### src/rtl/ira_pkg.sv
// Constants for the indirect register store: word indices, widths, reset values and tick timing.
// Assumes one 250 MHz clock and a host that writes the direct data and address ports.
package ira_pkg;

  // ----------------------------------------------------------------
  // Widths and depth
  // ----------------------------------------------------------------
  localparam int IRA_DATA_W = 16;
  localparam int IRA_ADDR_W = 8;
  localparam int IRA_DEPTH = 26;
  localparam int IRA_LOW_TONES = 4;
  localparam int IRA_HIGH_TONES = 4;

  typedef logic [IRA_DATA_W-1:0] ira_word_t;
  typedef logic [IRA_ADDR_W-1:0] ira_addr_t;

  // ----------------------------------------------------------------
  // Indirect word indices
  // ----------------------------------------------------------------
  localparam ira_addr_t IRA_DTMF_FIRST_ROW_PASS_RATIO = 8'h00;
  localparam ira_addr_t IRA_DTMF_SECOND_ROW_PASS_RATIO = 8'h01;
  localparam ira_addr_t IRA_DTMF_THIRD_ROW_PASS_RATIO = 8'h02;
  localparam ira_addr_t IRA_DTMF_FOURTH_ROW_PASS_RATIO = 8'h03;
  localparam ira_addr_t IRA_DTMF_HIGH_GROUP_PASS_RATIO = 8'h04;
  localparam ira_addr_t IRA_DTMF_FORWARD_TWIST_LIMIT = 8'h05;
  localparam ira_addr_t IRA_DTMF_REVERSE_TWIST_LIMIT = 8'h06;
  localparam ira_addr_t IRA_DTMF_LOW_GROUP_DOMINANCE = 8'h07;
  localparam ira_addr_t IRA_DTMF_HIGH_GROUP_DOMINANCE = 8'h08;
  localparam ira_addr_t IRA_DTMF_LOW_GROUP_HARMONIC_LIMIT = 8'h09;
  localparam ira_addr_t IRA_DTMF_HIGH_GROUP_HARMONIC_LIMIT = 8'h0a;
  localparam ira_addr_t IRA_DTMF_MIN_TOTAL_POWER = 8'h0b;
  localparam ira_addr_t IRA_DTMF_AGC_HOT_LIMIT = 8'h0c;
  localparam ira_addr_t IRA_TONE_GEN_ONE_FREQ_COEF = 8'h0d;
  localparam ira_addr_t IRA_TONE_GEN_ONE_AMPLITUDE = 8'h0e;
  localparam ira_addr_t IRA_TONE_GEN_ONE_INITIAL_PHASE = 8'h0f;
  localparam ira_addr_t IRA_TONE_GEN_TWO_FREQ_COEF = 8'h10;
  localparam ira_addr_t IRA_TONE_GEN_TWO_AMPLITUDE = 8'h11;
  localparam ira_addr_t IRA_TONE_GEN_TWO_INITIAL_PHASE = 8'h12;
  localparam ira_addr_t IRA_RINGING_DC_OFFSET = 8'h13;
  localparam ira_addr_t IRA_RINGING_FREQ_COEF = 8'h14;
  localparam ira_addr_t IRA_RINGING_AMPLITUDE = 8'h15;
  localparam ira_addr_t IRA_RINGING_INITIAL_PHASE = 8'h16;
  localparam ira_addr_t IRA_METERING_RAMP_RATE = 8'h17;
  localparam ira_addr_t IRA_METERING_AMPLITUDE = 8'h18;
  localparam ira_addr_t IRA_METERING_FREQ_COEF = 8'h19;

  // ----------------------------------------------------------------
  // Encodings of a unity ratio
  // ----------------------------------------------------------------
  localparam ira_word_t IRA_TONE_UNITY = 16'h7ff0;
  localparam ira_word_t IRA_RATIO_UNITY = 16'h07f0;

  // ----------------------------------------------------------------
  // Reset values and timing
  // ----------------------------------------------------------------
  localparam ira_word_t IRA_PORT_RESET = 16'h0000;
  localparam ira_addr_t IRA_ADDR_RESET = 8'h00;
  localparam int IRA_CLK_HZ = 250_000_000;
  localparam int IRA_UPDATE_RATE_HZ = 16_000;
  localparam int IRA_UPDATE_CYCLES = IRA_CLK_HZ / IRA_UPDATE_RATE_HZ;

endpackage

### src/rtl/ira_tick.sv
// Update tick generator: one-cycle pulse every TICK_CYCLES clocks.
// Assumes TICK_CYCLES of at least 2.
`timescale 1ns/1ps
`default_nettype none

module ira_tick
#(
  parameter int TICK_CYCLES = 15625
)
(
  // Clock and reset
  input wire logic mclk_i,
  input wire logic reset_i,
  // Tick
  output logic tick_o
);

  localparam int CNT_W = $clog2(TICK_CYCLES);
  localparam logic [CNT_W-1:0] CNT_LAST = CNT_W'(TICK_CYCLES - 1);
  localparam logic [CNT_W-1:0] CNT_ZERO = '0;
  localparam logic [CNT_W-1:0] CNT_ONE = CNT_W'(1);

  logic [CNT_W-1:0] cnt_q;

  always_ff @(posedge mclk_i)
  begin
    if (reset_i)
    begin
      cnt_q <= CNT_ZERO;
    end
    else if (cnt_q == CNT_LAST)
    begin
      cnt_q <= CNT_ZERO;
    end
    else
    begin
      cnt_q <= cnt_q + CNT_ONE;
    end
  end

  assign tick_o = (cnt_q == CNT_LAST) && !reset_i;
endmodule

`default_nettype wire

### src/rtl/ira_regs.sv
// Indirect register store behind the direct data and address ports, with threshold checks.
// Assumes host write strobes and detector measures are synchronous to mclk_i.
`timescale 1ns/1ps
`default_nettype none

module ira_regs
  import ira_pkg::*;
#(
  parameter int TICK_CYCLES = ira_pkg::IRA_UPDATE_CYCLES
)
(
  // Clock and reset
  input wire logic mclk_i,
  input wire logic reset_i,
  // Direct data port
  input wire logic data_wr_i,
  input wire ira_pkg::ira_word_t data_wdata_i,
  output ira_pkg::ira_word_t indirect_data_port_o,
  // Direct address port
  input wire logic addr_wr_i,
  input wire ira_pkg::ira_addr_t addr_wdata_i,
  output ira_pkg::ira_addr_t indirect_addr_port_o,
  // Status and interrupt
  output logic indirect_xfer_pending_o,
  input wire logic done_irq_en_i,
  input wire logic done_clr_i,
  output logic transfer_done_irq_o,
  // Detector measures, two's complement ratios
  input wire logic [ira_pkg::IRA_LOW_TONES-1:0][ira_pkg::IRA_DATA_W-1:0] low_tone_ratio_i,
  input wire logic [ira_pkg::IRA_HIGH_TONES-1:0][ira_pkg::IRA_DATA_W-1:0] high_tone_ratio_i,
  input wire ira_pkg::ira_word_t fwd_twist_ratio_i,
  input wire ira_pkg::ira_word_t rev_twist_ratio_i,
  input wire ira_pkg::ira_word_t low_dom_ratio_i,
  input wire ira_pkg::ira_word_t high_dom_ratio_i,
  input wire ira_pkg::ira_word_t low_harm_ratio_i,
  input wire ira_pkg::ira_word_t high_harm_ratio_i,
  input wire ira_pkg::ira_word_t total_power_i,
  input wire ira_pkg::ira_word_t input_level_i,
  // Detector decisions
  output logic [ira_pkg::IRA_LOW_TONES-1:0] low_tone_detect_o,
  output logic [ira_pkg::IRA_HIGH_TONES-1:0] high_tone_detect_o,
  output logic fwd_twist_ok_o,
  output logic rev_twist_ok_o,
  output logic low_dom_ok_o,
  output logic high_dom_ok_o,
  output logic low_harm_ok_o,
  output logic high_harm_ok_o,
  output logic power_valid_o,
  output logic agc_step_down_o,
  // Tone generator coefficients
  output ira_pkg::ira_word_t tone_gen_one_freq_coef_o,
  output ira_pkg::ira_word_t tone_gen_one_amplitude_o,
  output ira_pkg::ira_word_t tone_gen_one_initial_phase_o,
  output ira_pkg::ira_word_t tone_gen_two_freq_coef_o,
  output ira_pkg::ira_word_t tone_gen_two_amplitude_o,
  output ira_pkg::ira_word_t tone_gen_two_initial_phase_o
);

  import ira_pkg::*;

  // ----------------------------------------------------------------
  // Storage and request state
  // ----------------------------------------------------------------
  // No reset on the array; a written mask keeps unwritten words at zero
  ira_word_t mem_q [IRA_DEPTH];
  logic [IRA_DEPTH-1:0] written_q;
  logic data_written_q;
  logic wr_kind_q;
  logic pending_q;
  logic done_q;
  ira_word_t data_q;
  ira_addr_t addr_q;
  logic tick;
  logic service;

  function automatic logic in_range(input ira_addr_t a);
    in_range = (a < IRA_ADDR_W'(IRA_DEPTH));
  endfunction

  function automatic ira_word_t rd_word(input ira_addr_t a);
    rd_word = IRA_PORT_RESET;
    if (in_range(a) && written_q[a[4:0]])
    begin
      rd_word = mem_q[a[4:0]];
    end
  endfunction

  // Signed compare shared by every threshold check
  function automatic logic exceeds(input ira_word_t val, input ira_word_t thr);
    exceeds = ($signed(val) > $signed(thr));
  endfunction

  ira_tick #(
    .TICK_CYCLES(TICK_CYCLES)
  ) u_tick (
    .mclk_i(mclk_i),
    .reset_i(reset_i),
    .tick_o(tick)
  );

  assign service = tick && pending_q;

  // ----------------------------------------------------------------
  // Request capture
  // ----------------------------------------------------------------
  always_ff @(posedge mclk_i)
  begin
    if (reset_i)
    begin
      data_written_q <= 1'b0;
    end
    else if (addr_wr_i)
    begin
      data_written_q <= 1'b0;
    end
    else if (data_wr_i)
    begin
      data_written_q <= 1'b1;
    end
  end

  // A new address write replaces any request not yet serviced
  always_ff @(posedge mclk_i)
  begin
    if (reset_i)
    begin
      addr_q <= IRA_ADDR_RESET;
      wr_kind_q <= 1'b0;
    end
    else if (addr_wr_i)
    begin
      addr_q <= addr_wdata_i;
      wr_kind_q <= data_written_q || data_wr_i;
    end
  end

  // Set wins: an address write in the service cycle stays pending
  always_ff @(posedge mclk_i)
  begin
    if (reset_i)
    begin
      pending_q <= 1'b0;
    end
    else if (addr_wr_i)
    begin
      pending_q <= 1'b1;
    end
    else if (service)
    begin
      pending_q <= 1'b0;
    end
  end

  always_ff @(posedge mclk_i)
  begin
    if (reset_i)
    begin
      done_q <= 1'b0;
    end
    else if (service && done_irq_en_i)
    begin
      done_q <= 1'b1;
    end
    else if (done_clr_i)
    begin
      done_q <= 1'b0;
    end
  end

  // ----------------------------------------------------------------
  // Transfer service
  // ----------------------------------------------------------------
  // Host write to the data port wins over a read completion
  always_ff @(posedge mclk_i)
  begin
    if (reset_i)
    begin
      data_q <= IRA_PORT_RESET;
    end
    else if (data_wr_i)
    begin
      data_q <= data_wdata_i;
    end
    else if (service && !wr_kind_q)
    begin
      data_q <= rd_word(addr_q);
    end
  end

  // Addresses past the store are dropped on write and read as zero
  always_ff @(posedge mclk_i)
  begin
    if (service && wr_kind_q && in_range(addr_q))
    begin
      mem_q[addr_q[4:0]] <= data_q;
    end
  end

  always_ff @(posedge mclk_i)
  begin
    if (reset_i)
    begin
      written_q <= '0;
    end
    else if (service && wr_kind_q && in_range(addr_q))
    begin
      written_q[addr_q[4:0]] <= 1'b1;
    end
  end

  assign indirect_data_port_o = data_q;
  assign indirect_addr_port_o = addr_q;
  assign indirect_xfer_pending_o = pending_q;
  assign transfer_done_irq_o = done_q;

  // ----------------------------------------------------------------
  // Threshold decisions
  // ----------------------------------------------------------------
  // Process form so a store write re-evaluates the gate, not only a power change
  logic power_ok;
  always_comb
  begin
    power_ok = !exceeds(rd_word(IRA_DTMF_MIN_TOTAL_POWER), total_power_i);
  end

  genvar gi;
  generate
    for (gi = 0; gi < IRA_LOW_TONES; gi++)
    begin : g_low
      always_ff @(posedge mclk_i)
      begin
        if (reset_i)
        begin
          low_tone_detect_o[gi] <= 1'b0;
        end
        else
        begin
          low_tone_detect_o[gi] <= power_ok &&
            exceeds(low_tone_ratio_i[gi], rd_word(IRA_ADDR_W'(gi)));
        end
      end
    end
    for (gi = 0; gi < IRA_HIGH_TONES; gi++)
    begin : g_high
      always_ff @(posedge mclk_i)
      begin
        if (reset_i)
        begin
          high_tone_detect_o[gi] <= 1'b0;
        end
        else
        begin
          high_tone_detect_o[gi] <= power_ok &&
            exceeds(high_tone_ratio_i[gi], rd_word(IRA_DTMF_HIGH_GROUP_PASS_RATIO));
        end
      end
    end
  endgenerate

  // Twist passes while the ratio stays at or under its limit
  always_ff @(posedge mclk_i)
  begin
    if (reset_i)
    begin
      fwd_twist_ok_o <= 1'b0;
      rev_twist_ok_o <= 1'b0;
      low_dom_ok_o <= 1'b0;
      high_dom_ok_o <= 1'b0;
      low_harm_ok_o <= 1'b0;
      high_harm_ok_o <= 1'b0;
      power_valid_o <= 1'b0;
    end
    else
    begin
      fwd_twist_ok_o <= power_ok &&
        !exceeds(fwd_twist_ratio_i, rd_word(IRA_DTMF_FORWARD_TWIST_LIMIT));
      rev_twist_ok_o <= power_ok &&
        !exceeds(rev_twist_ratio_i, rd_word(IRA_DTMF_REVERSE_TWIST_LIMIT));
      low_dom_ok_o <= power_ok &&
        exceeds(low_dom_ratio_i, rd_word(IRA_DTMF_LOW_GROUP_DOMINANCE));
      high_dom_ok_o <= power_ok &&
        exceeds(high_dom_ratio_i, rd_word(IRA_DTMF_HIGH_GROUP_DOMINANCE));
      low_harm_ok_o <= power_ok &&
        exceeds(low_harm_ratio_i, rd_word(IRA_DTMF_LOW_GROUP_HARMONIC_LIMIT));
      high_harm_ok_o <= power_ok &&
        exceeds(high_harm_ratio_i, rd_word(IRA_DTMF_HIGH_GROUP_HARMONIC_LIMIT));
      power_valid_o <= power_ok;
    end
  end

  // One gain step: attenuate while input sits above the hot limit
  always_ff @(posedge mclk_i)
  begin
    if (reset_i)
    begin
      agc_step_down_o <= 1'b0;
    end
    else
    begin
      agc_step_down_o <= exceeds(input_level_i, rd_word(IRA_DTMF_AGC_HOT_LIMIT));
    end
  end

  // ----------------------------------------------------------------
  // Tone generator coefficients
  // ----------------------------------------------------------------
  always_ff @(posedge mclk_i)
  begin
    if (reset_i)
    begin
      tone_gen_one_freq_coef_o <= IRA_PORT_RESET;
      tone_gen_one_amplitude_o <= IRA_PORT_RESET;
      tone_gen_one_initial_phase_o <= IRA_PORT_RESET;
      tone_gen_two_freq_coef_o <= IRA_PORT_RESET;
      tone_gen_two_amplitude_o <= IRA_PORT_RESET;
      tone_gen_two_initial_phase_o <= IRA_PORT_RESET;
    end
    else
    begin
      tone_gen_one_freq_coef_o <= rd_word(IRA_TONE_GEN_ONE_FREQ_COEF);
      tone_gen_one_amplitude_o <= rd_word(IRA_TONE_GEN_ONE_AMPLITUDE);
      tone_gen_one_initial_phase_o <= rd_word(IRA_TONE_GEN_ONE_INITIAL_PHASE);
      tone_gen_two_freq_coef_o <= rd_word(IRA_TONE_GEN_TWO_FREQ_COEF);
      tone_gen_two_amplitude_o <= rd_word(IRA_TONE_GEN_TWO_AMPLITUDE);
      tone_gen_two_initial_phase_o <= rd_word(IRA_TONE_GEN_TWO_INITIAL_PHASE);
    end
  end
endmodule

`default_nettype wire

### config.mk
export PLATFORM = sky130hd
export DESIGN_NAME = ira_regs
export DESIGN_NICKNAME = d
export VERILOG_FILES = /design/src/rtl/ira_pkg.sv /design/src/rtl/ira_tick.sv /design/src/rtl/ira_regs.sv
export SDC_FILE = /design/constraint.sdc
export NUM_CORES = 1
export LEC_CHECK = 0
export BUFFER_PORTS_ARGS = -buffer_cell sky130_fd_sc_hd__clkbuf_2
export CAP_MARGIN = 20
export CORE_ASPECT_RATIO = 0.9
export CORE_MARGIN = 3
export CORE_UTILIZATION = 58
export DETAILED_ROUTE_END_ITERATION = 16
export GPL_TIMING_DRIVEN = 0
export PLACE_DENSITY = 0.78
export SYNTH_ARGS = -nofsm -noshare
export SYNTH_HDL_FRONTEND = slang
export SYNTH_SLANG_ARGS = --single-unit
### constraint.sdc
create_clock -name mclk_i -period 3.3 [get_ports mclk_i]
set_input_delay 0.33 -clock mclk_i [delete_from_list [all_inputs] [get_ports mclk_i]]
set_output_delay 0.33 -clock mclk_i [all_outputs]
set_load 0.02 [all_outputs]
After elaboration in Yosys (flattened, before gate mapping) --
Memory sizes are Yosys's and may differ from the RTL's. A register that Yosys moved wholly into a read port is not among the register bits. Cells that the tools add are included.
Cells by class: add/subtract/negate cells 1, equal/unequal tests 1, bitwise gates (word level) 7, mux-type cells 40, magnitude comparators 19, reductions and logical operators 39
Operators with widths (count):
- 2-to-1 mux 16 bit | 28
- greater-than comparator 16 bit | 16
- OR 26 bit | 1
- logical AND 1 bit | 22
- OR reduction 2 bit | 8
- adder 14 x 1 -> 14 bit, second input constant | 1
- == test 14 bit, second input constant | 1
- 2-to-1 mux 5 bit | 2
- < comparator 8 x 5 -> 1 bit, second input constant | 1
- 2-to-1 mux 1 bit | 8
- < comparator 5 x 6 -> 1 bit, second input constant | 1
- NOT 1 bit | 6
- nonzero test 2 bit | 3
- binary-select mux 1 bit (select 5 bit) | 1
- demux 1 bit (select 5 bit) | 1
- >= comparator 5 x 1 -> 1 bit, second input constant | 1
- logical NOT 1 bit | 5
- logical OR 1 bit | 1
Word-level totals: RAM bits 416, bits of input ports 286, logic and storage cells 132, memories kept 1, flip-flop bits (word level) 84, output and inout port bits 138
Memories:
- mem_q | words 26, bits a word 16, rd ports 20, clocked after memory_dff 7, write ports 1, line ira_regs.sv:65 | ira_word_t mem_q [IRA_DEPTH];

Longest topological paths before layout --
depth after elaboration 7, gate-level depth with buffers 11, mapped depth without buffers 9

Modules after synthesis --
From an unflattened synthesis, not the netlist that was laid out.
Second synthesis, totals: cells, all modules 2493, area, all modules 32615.0 um^2
By module, submodules not included:
- ira_regs | area an instance 31956.9 um^2, cells each 2418, instances 1, sequential area each 18798.0 um^2
- ira_tick | area an instance 658.1 um^2, cells each 75, instances 1, sequential area each 280.3 um^2

Worst setup path before layout --
No wires, ideal clock.
path kind reg-to-reg, start register u_tick.cnt_q[0], end memory mem_q[24][0] (netlist name) (enable), period minus slack after synthesis 3.007 ns, data arrival time 2.596 ns, cell stages (with the launch flop) 8, data required time 2.888 ns, buffers on the path 0, slack 0.293 ns, setup time 0.412 ns, cell sequence dfxtp_1 inv_1 ha_1 and4bb_1 nand4_4 nor4_2 nand3b_1 nor3_1
On the way: longest elaborated chain between the ends 7
Ends and longest elaborated chain:
- start: declaration | line ira_tick.sv:23 | logic [CNT_W-1:0] cnt_q;
- start signal: assignment | line ira_tick.sv:37 | cnt_q <= cnt_q + CNT_ONE;
- == test 14 bit | line ira_tick.sv:41 | assign tick_o = (cnt_q == CNT_LAST) && !reset_i;
- logical AND 1 bit | line ira_tick.sv:41
- logical AND 1 bit | line ira_regs.sv:101 | assign service = tick && pending_q;
- logical AND 1 bit (2 in a row) | line ira_regs.sv:193 | if (service && wr_kind_q && in_range(addr_q))
- 2-to-1 mux 1 bit | line ira_regs.sv:193
- 2-to-1 mux 1 bit (implied by the code) | line ira_regs.sv:195 | mem_q[addr_q[4:0]] <= data_q;
- end: declaration | line ira_regs.sv:65
No other way between the ends.

==> qor.yml <==
cts_root_buf: "clkbuf_16"
max_stage_delay_ns: 0.78
crit_path_start_kind: "flop"
ff_latch_area_mm2: 0.0191
synth_cell_types: 69
ys.flop_type: "edfxtp_1"
synth_xor_xnor_area_share_pct: 0.328
peakVddDrop_mv: 0.371
cp.buffers_inverters: 3
worst_pin_slew_ns: 1.10
core_area_mm2: 0.0545
ioPinCount: 424
cp_max_fo: 10
nNetsFinal: 3454
die_y_um: 229
status: "completed"
gp_congestion: 0.952
yosys.area_share.adder_pct: 10.1
grt_max_degree: 35
die_w_um: 254
antenna_found_initial: 0
final_common_cell: "edfxtp_1"
slowest_stage: "clkdlybuf4s15_1"
diodes: 0
start_util_pct: 58.8
yosysSeqAreaShare_pct: 59.5
worst-path-stages: 8
multi_input_area_mm2: 0.0128
postSynthCellCount: 2287
maxCapViolCount: 0
fp.dieArea_mm2: 0.0581
hp-class: "input port to flop"
drc: 0
gr-total-overflow: 0
antenna_left: 0
fmax_mhz: 307
met2WireLength_um: 46300
whs_ns: 0.0216
arrival_ns: 3.75
avgSynthCellArea_um2: 14.0
fin_crit_ns: 3.26
synth_compound_area_share_pct: 6.54
critical-path-top-delay-family: "buffers and inverters"
wl_um: 100000
grt_pass1_vias: 23100
synth_simple_gate_area_share_pct: 10.5
hold_viol: 0
synth_top_family_by_area: "multiplexers"
yosys-mux-area-fraction_pct: 10.9
setup_viol: 0
slew_violations: 0
crit_chain: "buf_2 > buf_2 > clkdlybuf4s15_1 > mux4_2 > mux2i_1 > o22ai_1 > nor3_1 > o22ai_1"
syn-cell-area_mm2: 0.0321
period_share_pct: 98.8
wl_met1_um: 37900
grt_first_pass_wirelength_um: 145000
wl_per_cell_um: 27.3
clock_latency_ns: 0.62
routed.top_layer: "met4"
setup_tns_ns: 0
met3_length_um: 12000
clk_pin_slew_ns: 0.06
cts_setup_buffers: 0
worst_setup_path_end_kind: "flop"
synth_edf_count: 512
reg2reg_depth: 8
portBuffers: 423
required_ns: 3.79
hold_depth: 3
hpwl_um: 74100
layout-area-overhead-vs-synth_pct: 19.9
power_per_cell_area_mw_per_mm2: 506
via_per_inst: 6.25
vias: 22900
final_cell_mix: "512 x edfxtp_1, 428 x clkbuf_2, 258 x ha_1"
yosys_warnings: 0
p_leak_nw: 14.8
first_iter_violations: 2950
critPathKind: "flop to flop"
htreeDepth: 3
cts_made_buffers: 70
rsz0062_at_grt: "false"
synth-seq-cells: 697
cts_buffer_depth: 3
final.fill_count: 3595
drt_first_pass_iters: 6
rows: 81
slew_headroom_pct: 26.7
grt.total_usage_pct: 34.2
clock_skew_ns: 0.0196
ys_async_sr_fraction_pct: 0
post-route-util_pct: 70.5
drive_above_1_share_pct: 26.6
cts_tree: "done"
cts.sinks: 697
per-layer routing:
| metal | GRT usage [%] | vias to the layer above |
|---|---|---|
| li1 | - | 9867 |
| met1 | 46.9 | 11300 |
| met2 | 53.8 | 1534 |
| met3 | 7.83 | 232 |
| met4 | 12.6 | 0 |
| met5 | 0 | - |
where the power goes:
group	switching [W]	total, W	internal (W)
Combinational	0.000816	0.00146	0.000643
Sequential	0.000168	0.00968	0.00951
Clock	0.00345	0.00833	0.00489
Total	0.00443	0.0195	0.0150
synthesized netlist by cell type (all sizes together) (15+ instances only):
| library cell | number | area (um^2) |
|---|---|---|
| edfxtp | 512 | 15400 |
| ha | 258 | 3230 |
| nand2 | 206 | 773 |
| dfxtp | 185 | 3700 |
| mux4 | 134 | 3020 |
| and2 | 123 | 769 |
| nor2 | 108 | 405 |
| inv | 77 | 289 |
| a21oi | 76 | 380 |
| clkbuf | 60 | 225 |
| a21o | 58 | 435 |
| nand4 | 49 | 322 |
| o22ai | 48 | 363 |
| mux2i | 44 | 440 |
| nor2b | 38 | 238 |
| o21ai | 37 | 185 |
| buf | 33 | 181 |
| nor3 | 30 | 150 |
| nand3 | 25 | 125 |
| nand2b | 18 | 113 |
| o21a | 16 | 120 |
| a22o | 15 | 131 |
| a22oi | 15 | 113 |
path summary, 6_finish.rpt:
| kind | from | end | slack (ns) |
|---|---|---|---|
| max | flop | indirect_data_port_o[2] | 0.04 |
| min | addr_wdata_i[1] | indirect_addr_port_o[1] | 0.02 |
| min reg2reg | mem_q[17][7] | tone_gen_two_amplitude_o[7] | 0.48 |
| max reg2reg | flop | indirect_data_port_o[2] | 0.04 |
stage by stage:
step / total power [W] / area, um^2 / setup WS, ns / instances
2_1_floorplan: 0.0106 / 32400 / 0.293 / 2382
3_3_place_gp: 0.0112 / 35400 / -0.984 / 3510
3_5_place_dp: 0.0113 / 35900 / -0.500 / 3540
4_1_cts: 0.0195 / 38400 / 0.0137 / 3675
5_1_grt: 0.0199 / 38500 / 0.00869 / 3673
6_report: 0.0195 / 38500 / 0.0391 / 3673
timing repair:
| action | in CTS | in global routing |
|---|---|---|
| gates resized for setup | 6 | 22 |
| setup endpoints to repair | 37 | 216 |
| endpoints found under the hold margin | 4 | 0 |
| gates cloned | 0 | 0 |
| hold buffers | 5 | 0 |
cell type report:
class	count	area share [%]
flip-flops and latches	697	49.6
multi-input cells	1515	33.2
repair buffers	458	6.84
clock buffers	93	5.16
well taps	705	2.29
plain buffers	91	1.08
clock inverters	37	1.07
inverters	77	0.752
kinds of logic after synthesis:
logic type,after synthesis
AOI/OAI and AO/OA,311
xor gates and xnor gates,12
adders and majority gates,258
buffers and inverters,170
DFF,697
muxes,182
other,1
and+or+nand+nor,656
sequential cells by signal (all words and copies together), names as in the netlist, 4 cells and up, named ones only:
name / cells
mem_q: 512
written_q: 26
indirect_data_port_o: 16
tone_gen_one_amplitude_o: 16
tone_gen_one_freq_coef_o: 16
tone_gen_one_initial_phase_o: 16
tone_gen_two_amplitude_o: 16
tone_gen_two_freq_coef_o: 16
tone_gen_two_initial_phase_o: 16
u_tick.cnt_q: 14
indirect_addr_port_o: 8
high_tone_detect_o: 4
low_tone_detect_o: 4
worst register-to-register path, cell delays in order (launching register included):
cell and delay (ns):
dfxtp_1 0.30, buf_2 0.29, buf_2 0.48, clkdlybuf4s15_1 0.79, mux4_2 0.47, mux2i_1 0.28
o22ai_1 0.21, nor3_1 0.21, o22ai_1 0.12
(Power assumes the default switching activity.)
